**src/inc/ccs_cfg.svh**
```systemverilog
// Constants for the control source selector
`ifndef CCS_CFG_SVH
`define CCS_CFG_SVH
`define CCS_ADDR_CFG 8'h00
`define CCS_ADDR_CTLW 8'h04
`define CCS_ADDR_EXT1 8'h08
`define CCS_ADDR_EXT2 8'h0C
`define CCS_ADDR_STATUS 8'h10
`define CCS_ADDR_PRESET 8'h14
`define CCS_MODE_KP_BOTH 3'h0
`define CCS_MODE_TERM_BOTH 3'h1
`define CCS_MODE_KCTL_TREF 3'h2
`define CCS_MODE_TCTL_KREF 3'h3
`define CCS_MODE_INPUT_SW 3'h4
`define CCS_MODE_FKEY_SW 3'h5
`define CCS_MODE_SERIAL_SW 3'h6
`define CCS_IND_KP_BOTH 3'h0
`define CCS_IND_TERM_BOTH 3'h1
`define CCS_IND_KCTL_TREF 3'h2
`define CCS_IND_TCTL_KREF 3'h3
`define CCS_IND_SER_PART 3'h4
`define CCS_IND_SER_CPL 3'h5
`define CCS_CW_CMD 0
`define CCS_CW_REF 1
`define CCS_CW_RUN 2
`define CCS_CW_REV 3
`define CCS_CW_REFSEL 4
`define CCS_CW_TK 11
`define CCS_ST_PAD 24
`define CCS_RST_MODE 3'h0
`define CCS_RST_WORD 32'h0000_0000
`define CCS_RST_FREQ 16'h0000
`define CCS_FREQ_STEP 16'h0001
`define CCS_FREQ_MAX 16'hFFFF
`endif

```
**src/inc/ccs_pkg.sv**
```systemverilog
// Types shared by the control source selector
package ccs_pkg;
  typedef enum logic [1:0] {
    CCS_SRC_KEYPAD,
    CCS_SRC_TERMINAL,
    CCS_SRC_SERIAL
  } ccs_src_t;

  typedef struct packed {
    logic [2:0] mode;
    logic [31:0] ctlw;
    logic [15:0] ext1;
    logic [15:0] ext2;
    logic [15:0] preset;
    logic fkey_term;
    logic fkey_prev;
    ccs_src_t ref_src;
    ccs_src_t cmd_src;
    logic [2:0] ind;
    logic [15:0] freq;
    logic run;
    logic reverse_key;
    logic pready;
    logic pslverr;
    logic [31:0] prdata;
  } ccs_state_t;

  typedef struct packed {
    logic [4:0] prev;
    logic [15:0] freq;
    logic run;
    logic reverse_key;
  } ccs_kp_state_t;
endpackage

```
**src/hw/ccs_keypad.sv**
```systemverilog
// Keypad frequency setpoint and run command logic
`timescale 1ns/10ps
`include "ccs_cfg.svh"
module ccs_keypad (
  input wire logic i_mclk,
  input wire logic i_sys_rst,
  input wire logic i_ref_active,
  input wire logic i_cmd_active,
  input wire logic i_operate,
  input wire logic i_up,
  input wire logic i_down,
  input wire logic i_forward_key,
  input wire logic i_reverse_key,
  input wire logic i_stop,
  output logic [15:0] o_freq,
  output logic o_run,
  output logic o_rev
);
  ccs_pkg::ccs_kp_state_t kp_q;
  ccs_pkg::ccs_kp_state_t kp_d;
  logic [4:0] keys;
  logic [4:0] press;

  always_comb begin
    keys = {i_stop, i_reverse_key, i_forward_key, i_down, i_up};
    press = keys & ~kp_q.prev;
    kp_d = kp_q;
    kp_d.prev = keys;
    // Keys only act in operate mode while the keypad owns the path
    if (i_operate && i_ref_active) begin
      if (press[0] && kp_q.freq != `CCS_FREQ_MAX) begin
        kp_d.freq = kp_q.freq + `CCS_FREQ_STEP;
      end else if (press[1] && kp_q.freq != `CCS_RST_FREQ) begin
        kp_d.freq = kp_q.freq - `CCS_FREQ_STEP;
      end
    end
    if (i_operate && i_cmd_active) begin
      // Stop wins over a run key pressed in the same cycle
      if (press[4]) begin
        kp_d.run = 1'b0;
      end else if (press[2]) begin
        kp_d.run = 1'b1;
        kp_d.reverse_key = 1'b0;
      end else if (press[3]) begin
        kp_d.run = 1'b1;
        kp_d.reverse_key = 1'b1;
      end
    end
  end

  always_ff @(posedge i_mclk or posedge i_sys_rst) begin
    if (i_sys_rst) begin
      kp_q <= '0;
    end else begin
      kp_q <= kp_d;
    end
  end

  assign o_freq = kp_q.freq;
  assign o_run = kp_q.run;
  assign o_rev = kp_q.reverse_key;
endmodule

```
**src/hw/ccs_selector.sv**
```systemverilog
// Control source selector: routes reference and run commands
// Function
// Route reference and commands independently, three sources
// Keypad-both setting: keypad paths, keypad indicator
// Terminal-both setting: terminal paths, terminal indicator
// Keypad control, terminal reference, matching indicator
// Terminal control, keypad reference, matching indicator
// Fixed settings change only on rewrite
// Input-switched: input false keypad, true terminal
// Function key toggles both paths together
// Serial-switched: bit 11 picks keypad or terminal
// Switched modes never give mixed assignment
// Control word bit 0 gives commands to serial
// Control word bit 1 gives reference to serial
// Exactly one serial bit: partial indicator
// Both serial bits: complete indicator
// Override input ignores serial bits 0 and 1
// Read-only status of both active sources
// Keypad keys adjust frequency and run commands
// Terminal inputs make reference and run commands
// Serial master supplies reference and run commands
// Override only effective with a serial bit set
// Bit 4 picks external reference 1 or 2
// Selections and indicator registered every clock
// Reset clears control word, selects keypad
//
// Implementation choices: the APB interface to the registers and the register offsets.
`timescale 1ns/10ps
`include "ccs_cfg.svh"
module ccs_selector (
  input wire logic i_mclk,
  input wire logic i_sys_rst,
  input wire logic i_psel,
  input wire logic i_penable,
  input wire logic i_pwrite,
  input wire logic [7:0] i_paddr,
  input wire logic [31:0] i_pwdata,
  output logic [31:0] o_prdata,
  output logic o_pready,
  output logic o_pslverr,
  input wire logic i_kp_up,
  input wire logic i_kp_down,
  input wire logic i_forward_key,
  input wire logic i_reverse_key,
  input wire logic i_kp_stop,
  input wire logic i_kp_operate,
  input wire logic i_kp_fkey,
  input wire logic i_di_switch,
  input wire logic i_di_override,
  input wire logic i_di_preset,
  input wire logic i_term_fwd,
  input wire logic i_term_rev,
  input wire logic [15:0] i_term_ain,
  output logic [1:0] o_ref_src,
  output logic [1:0] o_cmd_src,
  output logic [2:0] o_indicator,
  output logic [15:0] o_freq_ref,
  output logic o_run,
  output logic o_reverse
);
  ccs_pkg::ccs_state_t q;
  ccs_pkg::ccs_state_t d;
  logic [11:0] pins_s;
  logic up_s, down_s, fwd_s, rev_s, stop_s, oper_s, fkey_s;
  logic sw_s, ovr_s, pre_s, tfwd_s, trev_s;
  logic [15:0] kp_freq;
  logic kp_run, kp_rev;
  logic sw_term, ovr_act, ser_cmd, ser_ref;
  ccs_pkg::ccs_src_t base_ref, base_cmd;
  logic [2:0] base_ind;
  logic setup, access, wr_ok;
  logic [31:0] status;

  // Every pin is asynchronous to the control clock
  ccs_sync #(.W(12)) u_sync (
    .i_mclk(i_mclk),
    .i_sys_rst(i_sys_rst),
    .i_async({i_kp_up, i_kp_down, i_forward_key, i_reverse_key, i_kp_stop,
              i_kp_operate, i_kp_fkey, i_di_switch, i_di_override,
              i_di_preset, i_term_fwd, i_term_rev}),
    .o_sync(pins_s)
  );

  assign {up_s, down_s, fwd_s, rev_s, stop_s, oper_s, fkey_s,
          sw_s, ovr_s, pre_s, tfwd_s, trev_s} = pins_s;

  ccs_keypad u_keypad (
    .i_mclk(i_mclk),
    .i_sys_rst(i_sys_rst),
    .i_ref_active(q.ref_src == ccs_pkg::CCS_SRC_KEYPAD),
    .i_cmd_active(q.cmd_src == ccs_pkg::CCS_SRC_KEYPAD),
    .i_operate(oper_s),
    .i_up(up_s),
    .i_down(down_s),
    .i_forward_key(fwd_s),
    .i_reverse_key(rev_s),
    .i_stop(stop_s),
    .o_freq(kp_freq),
    .o_run(kp_run),
    .o_rev(kp_rev)
  );

  always_comb begin
    d = q;
    sw_term = 1'b0;
    base_ref = ccs_pkg::CCS_SRC_KEYPAD;
    base_cmd = ccs_pkg::CCS_SRC_KEYPAD;
    base_ind = `CCS_IND_KP_BOTH;
    // Toggle tracked in every mode so the key state is current on entry
    d.fkey_prev = fkey_s;
    if (fkey_s && !q.fkey_prev) begin
      d.fkey_term = !q.fkey_term;
    end
    // Fixed settings depend on the stored selector alone
    case (q.mode)
      `CCS_MODE_TERM_BOTH: begin
        base_ref = ccs_pkg::CCS_SRC_TERMINAL;
        base_cmd = ccs_pkg::CCS_SRC_TERMINAL;
        base_ind = `CCS_IND_TERM_BOTH;
      end
      `CCS_MODE_KCTL_TREF: begin
        base_ref = ccs_pkg::CCS_SRC_TERMINAL;
        base_ind = `CCS_IND_KCTL_TREF;
      end
      `CCS_MODE_TCTL_KREF: begin
        base_cmd = ccs_pkg::CCS_SRC_TERMINAL;
        base_ind = `CCS_IND_TCTL_KREF;
      end
      `CCS_MODE_INPUT_SW, `CCS_MODE_FKEY_SW, `CCS_MODE_SERIAL_SW: begin
        if (q.mode == `CCS_MODE_INPUT_SW) begin
          sw_term = sw_s;
        end else if (q.mode == `CCS_MODE_FKEY_SW) begin
          sw_term = q.fkey_term;
        end else begin
          sw_term = q.ctlw[`CCS_CW_TK];
        end
        // One switch drives both paths, so no mixed pair can occur
        if (sw_term) begin
          base_ref = ccs_pkg::CCS_SRC_TERMINAL;
          base_cmd = ccs_pkg::CCS_SRC_TERMINAL;
          base_ind = `CCS_IND_TERM_BOTH;
        end
      end
      default: begin
        base_ind = `CCS_IND_KP_BOTH;
      end
    endcase
    ovr_act = ovr_s && (q.ctlw[`CCS_CW_CMD] || q.ctlw[`CCS_CW_REF]);
    ser_cmd = q.ctlw[`CCS_CW_CMD] && !ovr_act;
    ser_ref = q.ctlw[`CCS_CW_REF] && !ovr_act;
    // Both paths chosen separately and registered each cycle
    d.cmd_src = ser_cmd ? ccs_pkg::CCS_SRC_SERIAL : base_cmd;
    d.ref_src = ser_ref ? ccs_pkg::CCS_SRC_SERIAL : base_ref;
    if (ser_cmd && ser_ref) begin
      d.ind = `CCS_IND_SER_CPL;
    end else if (ser_cmd || ser_ref) begin
      d.ind = `CCS_IND_SER_PART;
    end else begin
      d.ind = base_ind;
    end
    case (d.ref_src)
      ccs_pkg::CCS_SRC_TERMINAL: begin
        d.freq = pre_s ? q.preset : i_term_ain;
      end
      ccs_pkg::CCS_SRC_SERIAL: begin
        d.freq = q.ctlw[`CCS_CW_REFSEL] ? q.ext2 : q.ext1;
      end
      default: begin
        d.freq = kp_freq;
      end
    endcase
    case (d.cmd_src)
      ccs_pkg::CCS_SRC_TERMINAL: begin
        // Both inputs together read as stop, a safe tie-break
        d.run = tfwd_s ^ trev_s;
        d.reverse_key = trev_s && !tfwd_s;
      end
      ccs_pkg::CCS_SRC_SERIAL: begin
        d.run = q.ctlw[`CCS_CW_RUN];
        d.reverse_key = q.ctlw[`CCS_CW_REV];
      end
      default: begin
        d.run = kp_run;
        d.reverse_key = kp_rev;
      end
    endcase
    // APB slave: answer prepared in setup, pready high in access only
    setup = i_psel && !i_penable;
    access = i_psel && i_penable && q.pready;
    wr_ok = access && i_pwrite && !q.pslverr;
    status = {{`CCS_ST_PAD{1'b0}}, ovr_act, q.ind,
              q.cmd_src, q.ref_src};
    d.pready = setup;
    d.pslverr = 1'b0;
    d.prdata = `CCS_RST_WORD;
    if (setup) begin
      case (i_paddr)
        `CCS_ADDR_CFG: d.prdata = {29'h0000_0000, q.mode};
        `CCS_ADDR_CTLW: d.prdata = q.ctlw;
        `CCS_ADDR_EXT1: d.prdata = {16'h0000, q.ext1};
        `CCS_ADDR_EXT2: d.prdata = {16'h0000, q.ext2};
        `CCS_ADDR_STATUS: d.prdata = status;
        `CCS_ADDR_PRESET: d.prdata = {16'h0000, q.preset};
        default: d.pslverr = 1'b1;
      endcase
    end
    if (wr_ok) begin
      case (i_paddr)
        `CCS_ADDR_CFG: d.mode = i_pwdata[2:0];
        `CCS_ADDR_CTLW: d.ctlw = i_pwdata;
        `CCS_ADDR_EXT1: d.ext1 = i_pwdata[15:0];
        `CCS_ADDR_EXT2: d.ext2 = i_pwdata[15:0];
        `CCS_ADDR_PRESET: d.preset = i_pwdata[15:0];
        default: d.preset = q.preset;
      endcase
    end
  end

  always_ff @(posedge i_mclk or posedge i_sys_rst) begin
    if (i_sys_rst) begin
      // Keypad owns both paths until software loads a setting
      q <= '0;
      q.mode <= `CCS_RST_MODE;
      q.ctlw <= `CCS_RST_WORD;
      q.ref_src <= ccs_pkg::CCS_SRC_KEYPAD;
      q.cmd_src <= ccs_pkg::CCS_SRC_KEYPAD;
      q.ind <= `CCS_IND_KP_BOTH;
    end else begin
      q <= d;
    end
  end

  assign o_prdata = q.prdata;
  assign o_pready = q.pready;
  assign o_pslverr = q.pslverr;
  assign o_ref_src = q.ref_src;
  assign o_cmd_src = q.cmd_src;
  assign o_indicator = q.ind;
  assign o_freq_ref = q.freq;
  assign o_run = q.run;
  assign o_reverse = q.reverse_key;
endmodule

```
**src/hw/ccs_sync.sv**
```systemverilog
// Two-flop synchroniser for a group of pin inputs
`timescale 1ns/10ps
module ccs_sync #(
  parameter int W = 1
) (
  input wire logic i_mclk,
  input wire logic i_sys_rst,
  input wire logic [W-1:0] i_async,
  output logic [W-1:0] o_sync
);
  typedef struct packed {
    logic [W-1:0] s1;
    logic [W-1:0] s2;
  } ccs_sync_st_t;

  ccs_sync_st_t sync_q;
  ccs_sync_st_t sync_d;

  always_comb begin
    sync_d.s1 = i_async;
    sync_d.s2 = sync_q.s1;
  end

  always_ff @(posedge i_mclk or posedge i_sys_rst) begin
    if (i_sys_rst) begin
      sync_q <= '0;
    end else begin
      sync_q <= sync_d;
    end
  end

  assign o_sync = sync_q.s2;
endmodule

```
**config.mk**
```make
export PLATFORM = sky130hd
export DESIGN_NAME = ccs_selector
export DESIGN_NICKNAME = d
export VERILOG_FILES = /design/src/inc/ccs_pkg.sv /design/src/hw/ccs_keypad.sv /design/src/hw/ccs_selector.sv /design/src/hw/ccs_sync.sv
export VERILOG_INCLUDE_DIRS = /design/src /design/src/inc
export SDC_FILE = /design/constraint.sdc
export NUM_CORES = 1
export LEC_CHECK = 0
export ABC_AREA = 1
export BUFFER_PORTS_ARGS = -buffer_cell sky130_fd_sc_hd__buf_2
export CORE_ASPECT_RATIO = 1.25
export CORE_UTILIZATION = 64
export CTS_BUF_LIST = sky130_fd_sc_hd__clkbuf_4 sky130_fd_sc_hd__clkbuf_8
export DETAILED_ROUTE_END_ITERATION = 10
export PLACE_DENSITY = 0.88
export SETUP_SLACK_MARGIN = 0.15
export SLEW_MARGIN = 5
export SYNTH_ARGS = -nofsm -noshare
export SYNTH_HDL_FRONTEND = slang
export SYNTH_SLANG_ARGS = --single-unit
```
**constraint.sdc**
```tcl
create_clock -name i_mclk -period 17.1 [get_ports i_mclk]
set_input_delay 0.855 -clock i_mclk [delete_from_list [all_inputs] [get_ports i_mclk]]
set_output_delay 0.855 -clock i_mclk [all_outputs]
set_load 0.1 [all_outputs]
```
## Yosys cells after proc, flatten, opt, wreduce, memory -nomap -nowiden

Index checks and enable logic that the tools add are counted.

| word-level totals | value |
|---|---|
| bits in registers | 191 |
| input port bits | 73 |
| output and inout bits | 59 |

| operators by class | value |
|---|---|
| add/sub/neg operators | 2 |
| eq/ne operators | 16 |
| mux-type cells | 24 |
| bitwise logic cells | 4 |
| reduce and logical (&&, ||, !) cells | 42 |

Operator list:

| operator | count |
|---|---|
| one-hot mux 32 bit (6 select lines) | 1 |
| 2-to-1 mux 16 bit | 4 |
| 2-to-1 mux 33 bit | 1 |
| one-hot mux 16 bit (2 select lines) | 1 |
| adder 16 x 1 -> 16 bit (second input constant) | 1 |
| == test 8 x 4 -> 1 bit (second input constant) | 2 |
| == test 8 x 5 -> 1 bit (second input constant) | 2 |
| inequality test 16 bit (second input constant) | 1 |
| nonzero test 16 bit | 1 |
| subtractor 16 x 1 -> 16 bit (second input constant) | 1 |
| logical AND 1 bit | 15 |
| AND reduction 2 bit | 7 |
| == test 3 bit (second input constant) | 3 |
| == test 8 x 3 -> 1 bit (second input constant) | 1 |
| logical NOT 8 bit | 1 |
| 2-to-1 mux 2 bit | 4 |
| one-hot mux 2 bit (4 select lines) | 1 |
| 2-to-1 mux 1 bit | 7 |
| == test 3 x 2 -> 1 bit (second input constant) | 2 |
| logical NOT 1 bit | 6 |
| 2-to-1 mux 3 bit | 2 |
| OR reduction 6 bit | 1 |
| AND 5 bit | 1 |
| inverter 5 bit | 1 |
| other kinds (14) | 21 |

## Longest topological paths before layout

| logic depth | value |
|---|---|
| depth after elaboration | 9 |
| mapped depth | 15 |
| depth with buffers taken out | 15 |

## Modules after synthesis

From an unflattened synthesis, not the netlist that was laid out.

| second synthesis, totals | value |
|---|---|
| cell total of the unflattened synthesis | 1148 |
| area, all modules | 9744.3 um^2 |

By module, submodules not included:

| module | instances | cells an instance | area each (um^2) | sequential area each (um^2) |
|---|---|---|---|---|
| ccs_selector | 1 | 834 | 7110.6 | 3603.5 |
| ccs_keypad | 1 | 289 | 2029.4 | 575.6 |
| ccs_sync | 1 | 25 | 604.3 | 600.6 |

## Least setup slack after synthesis

No wires, ideal clock.

| timing path | value |
|---|---|
| path kind | flip-flop to flip-flop |
| start point | register u_keypad.kp_q, in the netlist u_keypad.o_freq[9] |
| end point | register u_keypad.kp_q, in the netlist u_keypad.o_freq[14] |
| setup time | 0.118 ns |
| data arrival time | 2.092 ns |
| required time | 16.982 ns |
| slack | 14.890 ns |
| stages on the path, launching flop included | 15 |
| period minus slack after synthesis | 2.210 ns |
| path through | dfrtp_1 -> nand2_1 -> nor2_1 -> nand2_1 -> o21ai_4 -> ha_1 -> nand2_1 -> o21ai_0 -> nand2_1 -> nand2_1 -> nand2_1 -> nand2_1 -> nand2_1 -> nand3_1 -> nand2_1 |

| between the ends | value |
|---|---|
| cells in the longest elaborated chain, start to end | 4 |
| elaborated cells on any way between the ends | 10 |
| classes of those cells | add/sub (2); eq/ne (1); mux (2); reduce/logical (5) |

Ends and longest elaborated chain:

| element | RTL line | RTL |
|---|---|---|
| start, declared | ccs_keypad.sv:19 | `ccs_pkg::ccs_kp_state_t kp_q;` |
| start signal, assigned | ccs_keypad.sv:55 | `kp_q <= kp_d;` |
| parallel branches: the longest is 4 deep, another holds subtractor 16 x 1 -> 16 bit | - |  |

Parallel ways; which one is timed is not known. The select of a mux whose other input is x is not followed.
A chain may end at the register's enable or synchronous reset.

## Worst setup path after layout

| timing path | value |
|---|---|
| start point | register u_keypad.kp_q, in the netlist u_keypad.o_freq[6] |
| end point | register u_keypad.kp_q, in the netlist u_keypad.o_freq[12] |

The elaborated chain is that of the path after synthesis.

==> metrics.txt <==
Max Buffers Root-to-Sink 2; die footprint roughly 15000 µm²; reg2reg setup slack 14.45 ns; CTS tree yes; max capacitance violation total 0; final worst slack 14.45 ns; # H-tree levels 4; CTS Sinks 191; clk_lat worst skew 0.49 ns; initial core utilization 0.662; total wire length 20.5 mm; crit path kind flip-flop to flip-flop; TritonCTS Buffers 17; Cell Area, Synth 9220 µm²; Synth Instances 1044; Worst-Margin Slew 1.04 ns; post-place setup slack roughly 14 ns; Synth Area per Inst 8.84 µm²; grt total ovfl 0; Antenna Nets Post-Route 0; worst reg2reg path endpoint u_keypad.o_freq[12]; fin area 9910 µm²; hold_buf cts 0; Post-synth ARST share 1.00; CTS Root Cell clkbuf_8; drt via density 5.58; R2R cell count 12; Cell variety after synth 42; DP Area roughly 9500 µm²; CP startpoint u_keypad.o_freq[6]; vias in the first global route between 6000 and 7000; peak supply drop approximately 0.12 mV; setup TNS 0 ns; final hold vios 0; die width 109 µm; GRT met1 Usage 0.378; HP Class flip-flop to flip-flop; leakage power 5.10 nW; FP Rows 48; RSZ-0062 raised after global routing false; data required time of the worst path around 17 ns; fin crit share 0.155; relative slew slack 0.306; P&R area growth vs syn 7.46%; largest net degree at the start of global routing ~110; nets@finish 1196; Final Max Slew Viols 0; GRT Total Usage 0.296; number of synthesis warnings 0; IO buf count 131; I/O pin total 132; Period minus WS final roughly 2.6 ns; Post-Syn Nets 1134; DR iter-0 viols 651; CP Capture Point u_keypad.o_freq[12]; final setup fails 0; critical path startpoint category flip-flop; met2 Use GR 0.478; Pre-Repair DR Iteration Count 6; ys flop type dfrtp_1; most frequent cells in the layout nand2_1 (276), dfrtp_1 (191), buf_2 (131); antenna violations before repair 0; Seq cells post-synth 191; via count between 7000 and 8000; DRC violations left 0; RD Place Congestion between 0.9 and 1; WP data arrival 3.03 ns; Post-synth EDFFs 0; GR peak layer met2; skew final 0.0128 ns; Antenna Cells 0; sequential-to-total area share from yosys stat 0.518; commonest non-fill, non-tap cell in the layout nand2_1; layout cell share with drive strength beyond 1 0.204; Pwr Density 127 nW/µm²; endpoint class of the critical path flip-flop; met3 Use GR 0.0686; post-CTS setup buffer count 0; routed length per instance 15.9 µm; Worst Path Max Fanout 17; filler cell count in the final layout 1031; core area 13900 µm²; Worst-path clk slew ~0.10 ns; global-route wire length before repair 33.0 mm; status finished, final reports clean; cts repair resizes 0; RR Startpoint u_keypad.o_freq[6]; Die Height 136 µm; Max Clock Freq 0.378 GHz; DP HPWL about 15 mm
-- layout make-up --
class / instances / area, µm² / share of cell area
clock buffers: 19 / 255 / 0.0258
flip-flops and latches: 191 / 4780 / 0.482
multi-input cells: 669 / 3490 / 0.353
clock inverters: 13 / 126 / 0.0127
inverters: 94 / 367 / 0.0370
well taps: 175 / 219 / 0.0221
repair buffers: 133 / 671 / 0.0677
-- registers in the layout, summed over array words and instances (netlist names), 2 cells and up --
name             cells
q                   85
u_sync.sync_d       12
u_keypad.kp_q        5
o_ref_src            2
o_freq_ref          16
o_cmd_src            2
o_indicator          3
u_sync.o_sync       12
o_prdata            32
u_keypad.o_freq     16
-- kinds of logic (layout without fill, tap and decap cells) --
logic type	after synthesis	after routing	synth area share
and+or+nand+nor	458	458	0.214
AOI/OAI and AO/OA	154	154	0.0908
DFF	191	191	0.518
muxes	30	30	0.0407
adders and majority gates	17	17	0.0239
buffers and inverters	184	259	0.103
xor gates and xnor gates	10	10	0.00950
-- report_power, final --
| part | switching (mW) | internal, mW | total [mW] |
|---|---|---|---|
| clock | 0.164 | 0.123 | 0.288 |
| sequential | 0.0376 | 0.494 | 0.532 |
| combinational | 0.316 | 0.120 | 0.436 |
-- worst max-delay path, cell delays in order (launching register included) --
cell and delay, ns:
dfrtp_1 0.47, nand2_1 0.08, nor2_1 0.09, nand2_1 0.13
o21ai_4 0.47, ha_1 0.29, nand2_1 0.06, o21ai_0 0.38
nand4_1 0.23, nand3_1 0.12, nand2_1 0.06, nand3_1 0.10
nand2_1 0.06
-- routing by layer --
layer | vias up | share of wire
met5 | - | 0
met4 | 0 | 0.030
met3 | 42 | 0.074
met2 | 291 | 0.50
met1 | 3444 | 0.40
li1 | 3441 | -
-- cells in the mapped netlist (all sizes together), types with 3 or more instances --
master | count | share of area
xor2 | 3 | 0.0028
a21oi | 36 | 0.020
o21ai | 110 | 0.064
buf | 75 | 0.058
nand3 | 67 | 0.037
dfrtp | 191 | 0.52
nand2 | 283 | 0.12
clkbuf | 15 | 0.0061
inv | 91 | 0.037
ha | 16 | 0.022
o22ai | 3 | 0.0020
nand4 | 23 | 0.016
nor3 | 12 | 0.0065
clkinv | 3 | 0.0019
nor2 | 67 | 0.031
xnor2 | 7 | 0.0066
mux2 | 30 | 0.041
nand3b | 3 | 0.0024
-- worst min path at each step --
stage,start,end,slack (ns),cells after the start
3_3_place_gp,u_sync.sync_d[9],u_sync.o_sync[9],0.33,0
3_5_place_dp,u_sync.sync_d[3],u_sync.o_sync[3],0.34,0
4_1_cts,u_sync.sync_d[3],u_sync.o_sync[3],0.35,0
6_report,u_sync.sync_d[3],u_sync.o_sync[3],0.35,0
5_1_grt,u_sync.sync_d[3],u_sync.o_sync[3],0.36,0
2_1_floorplan,u_sync.sync_d[0],u_sync.o_sync[0],0.33,0
-- per-stage QoR --
step	hold WS [ns]	instances	power (mW)	util
after floorplan	0.331	1044	0.913	-
after global placement	0.332	1262	0.963	0.684
after detailed placement	0.336	1262	0.972	0.684
after CTS	0.354	1294	1.26	0.711
after global routing	0.357	1294	1.32	0.711
final	0.349	1294	1.26	0.711
Note: power is estimated with default switching activity, not from simulation.
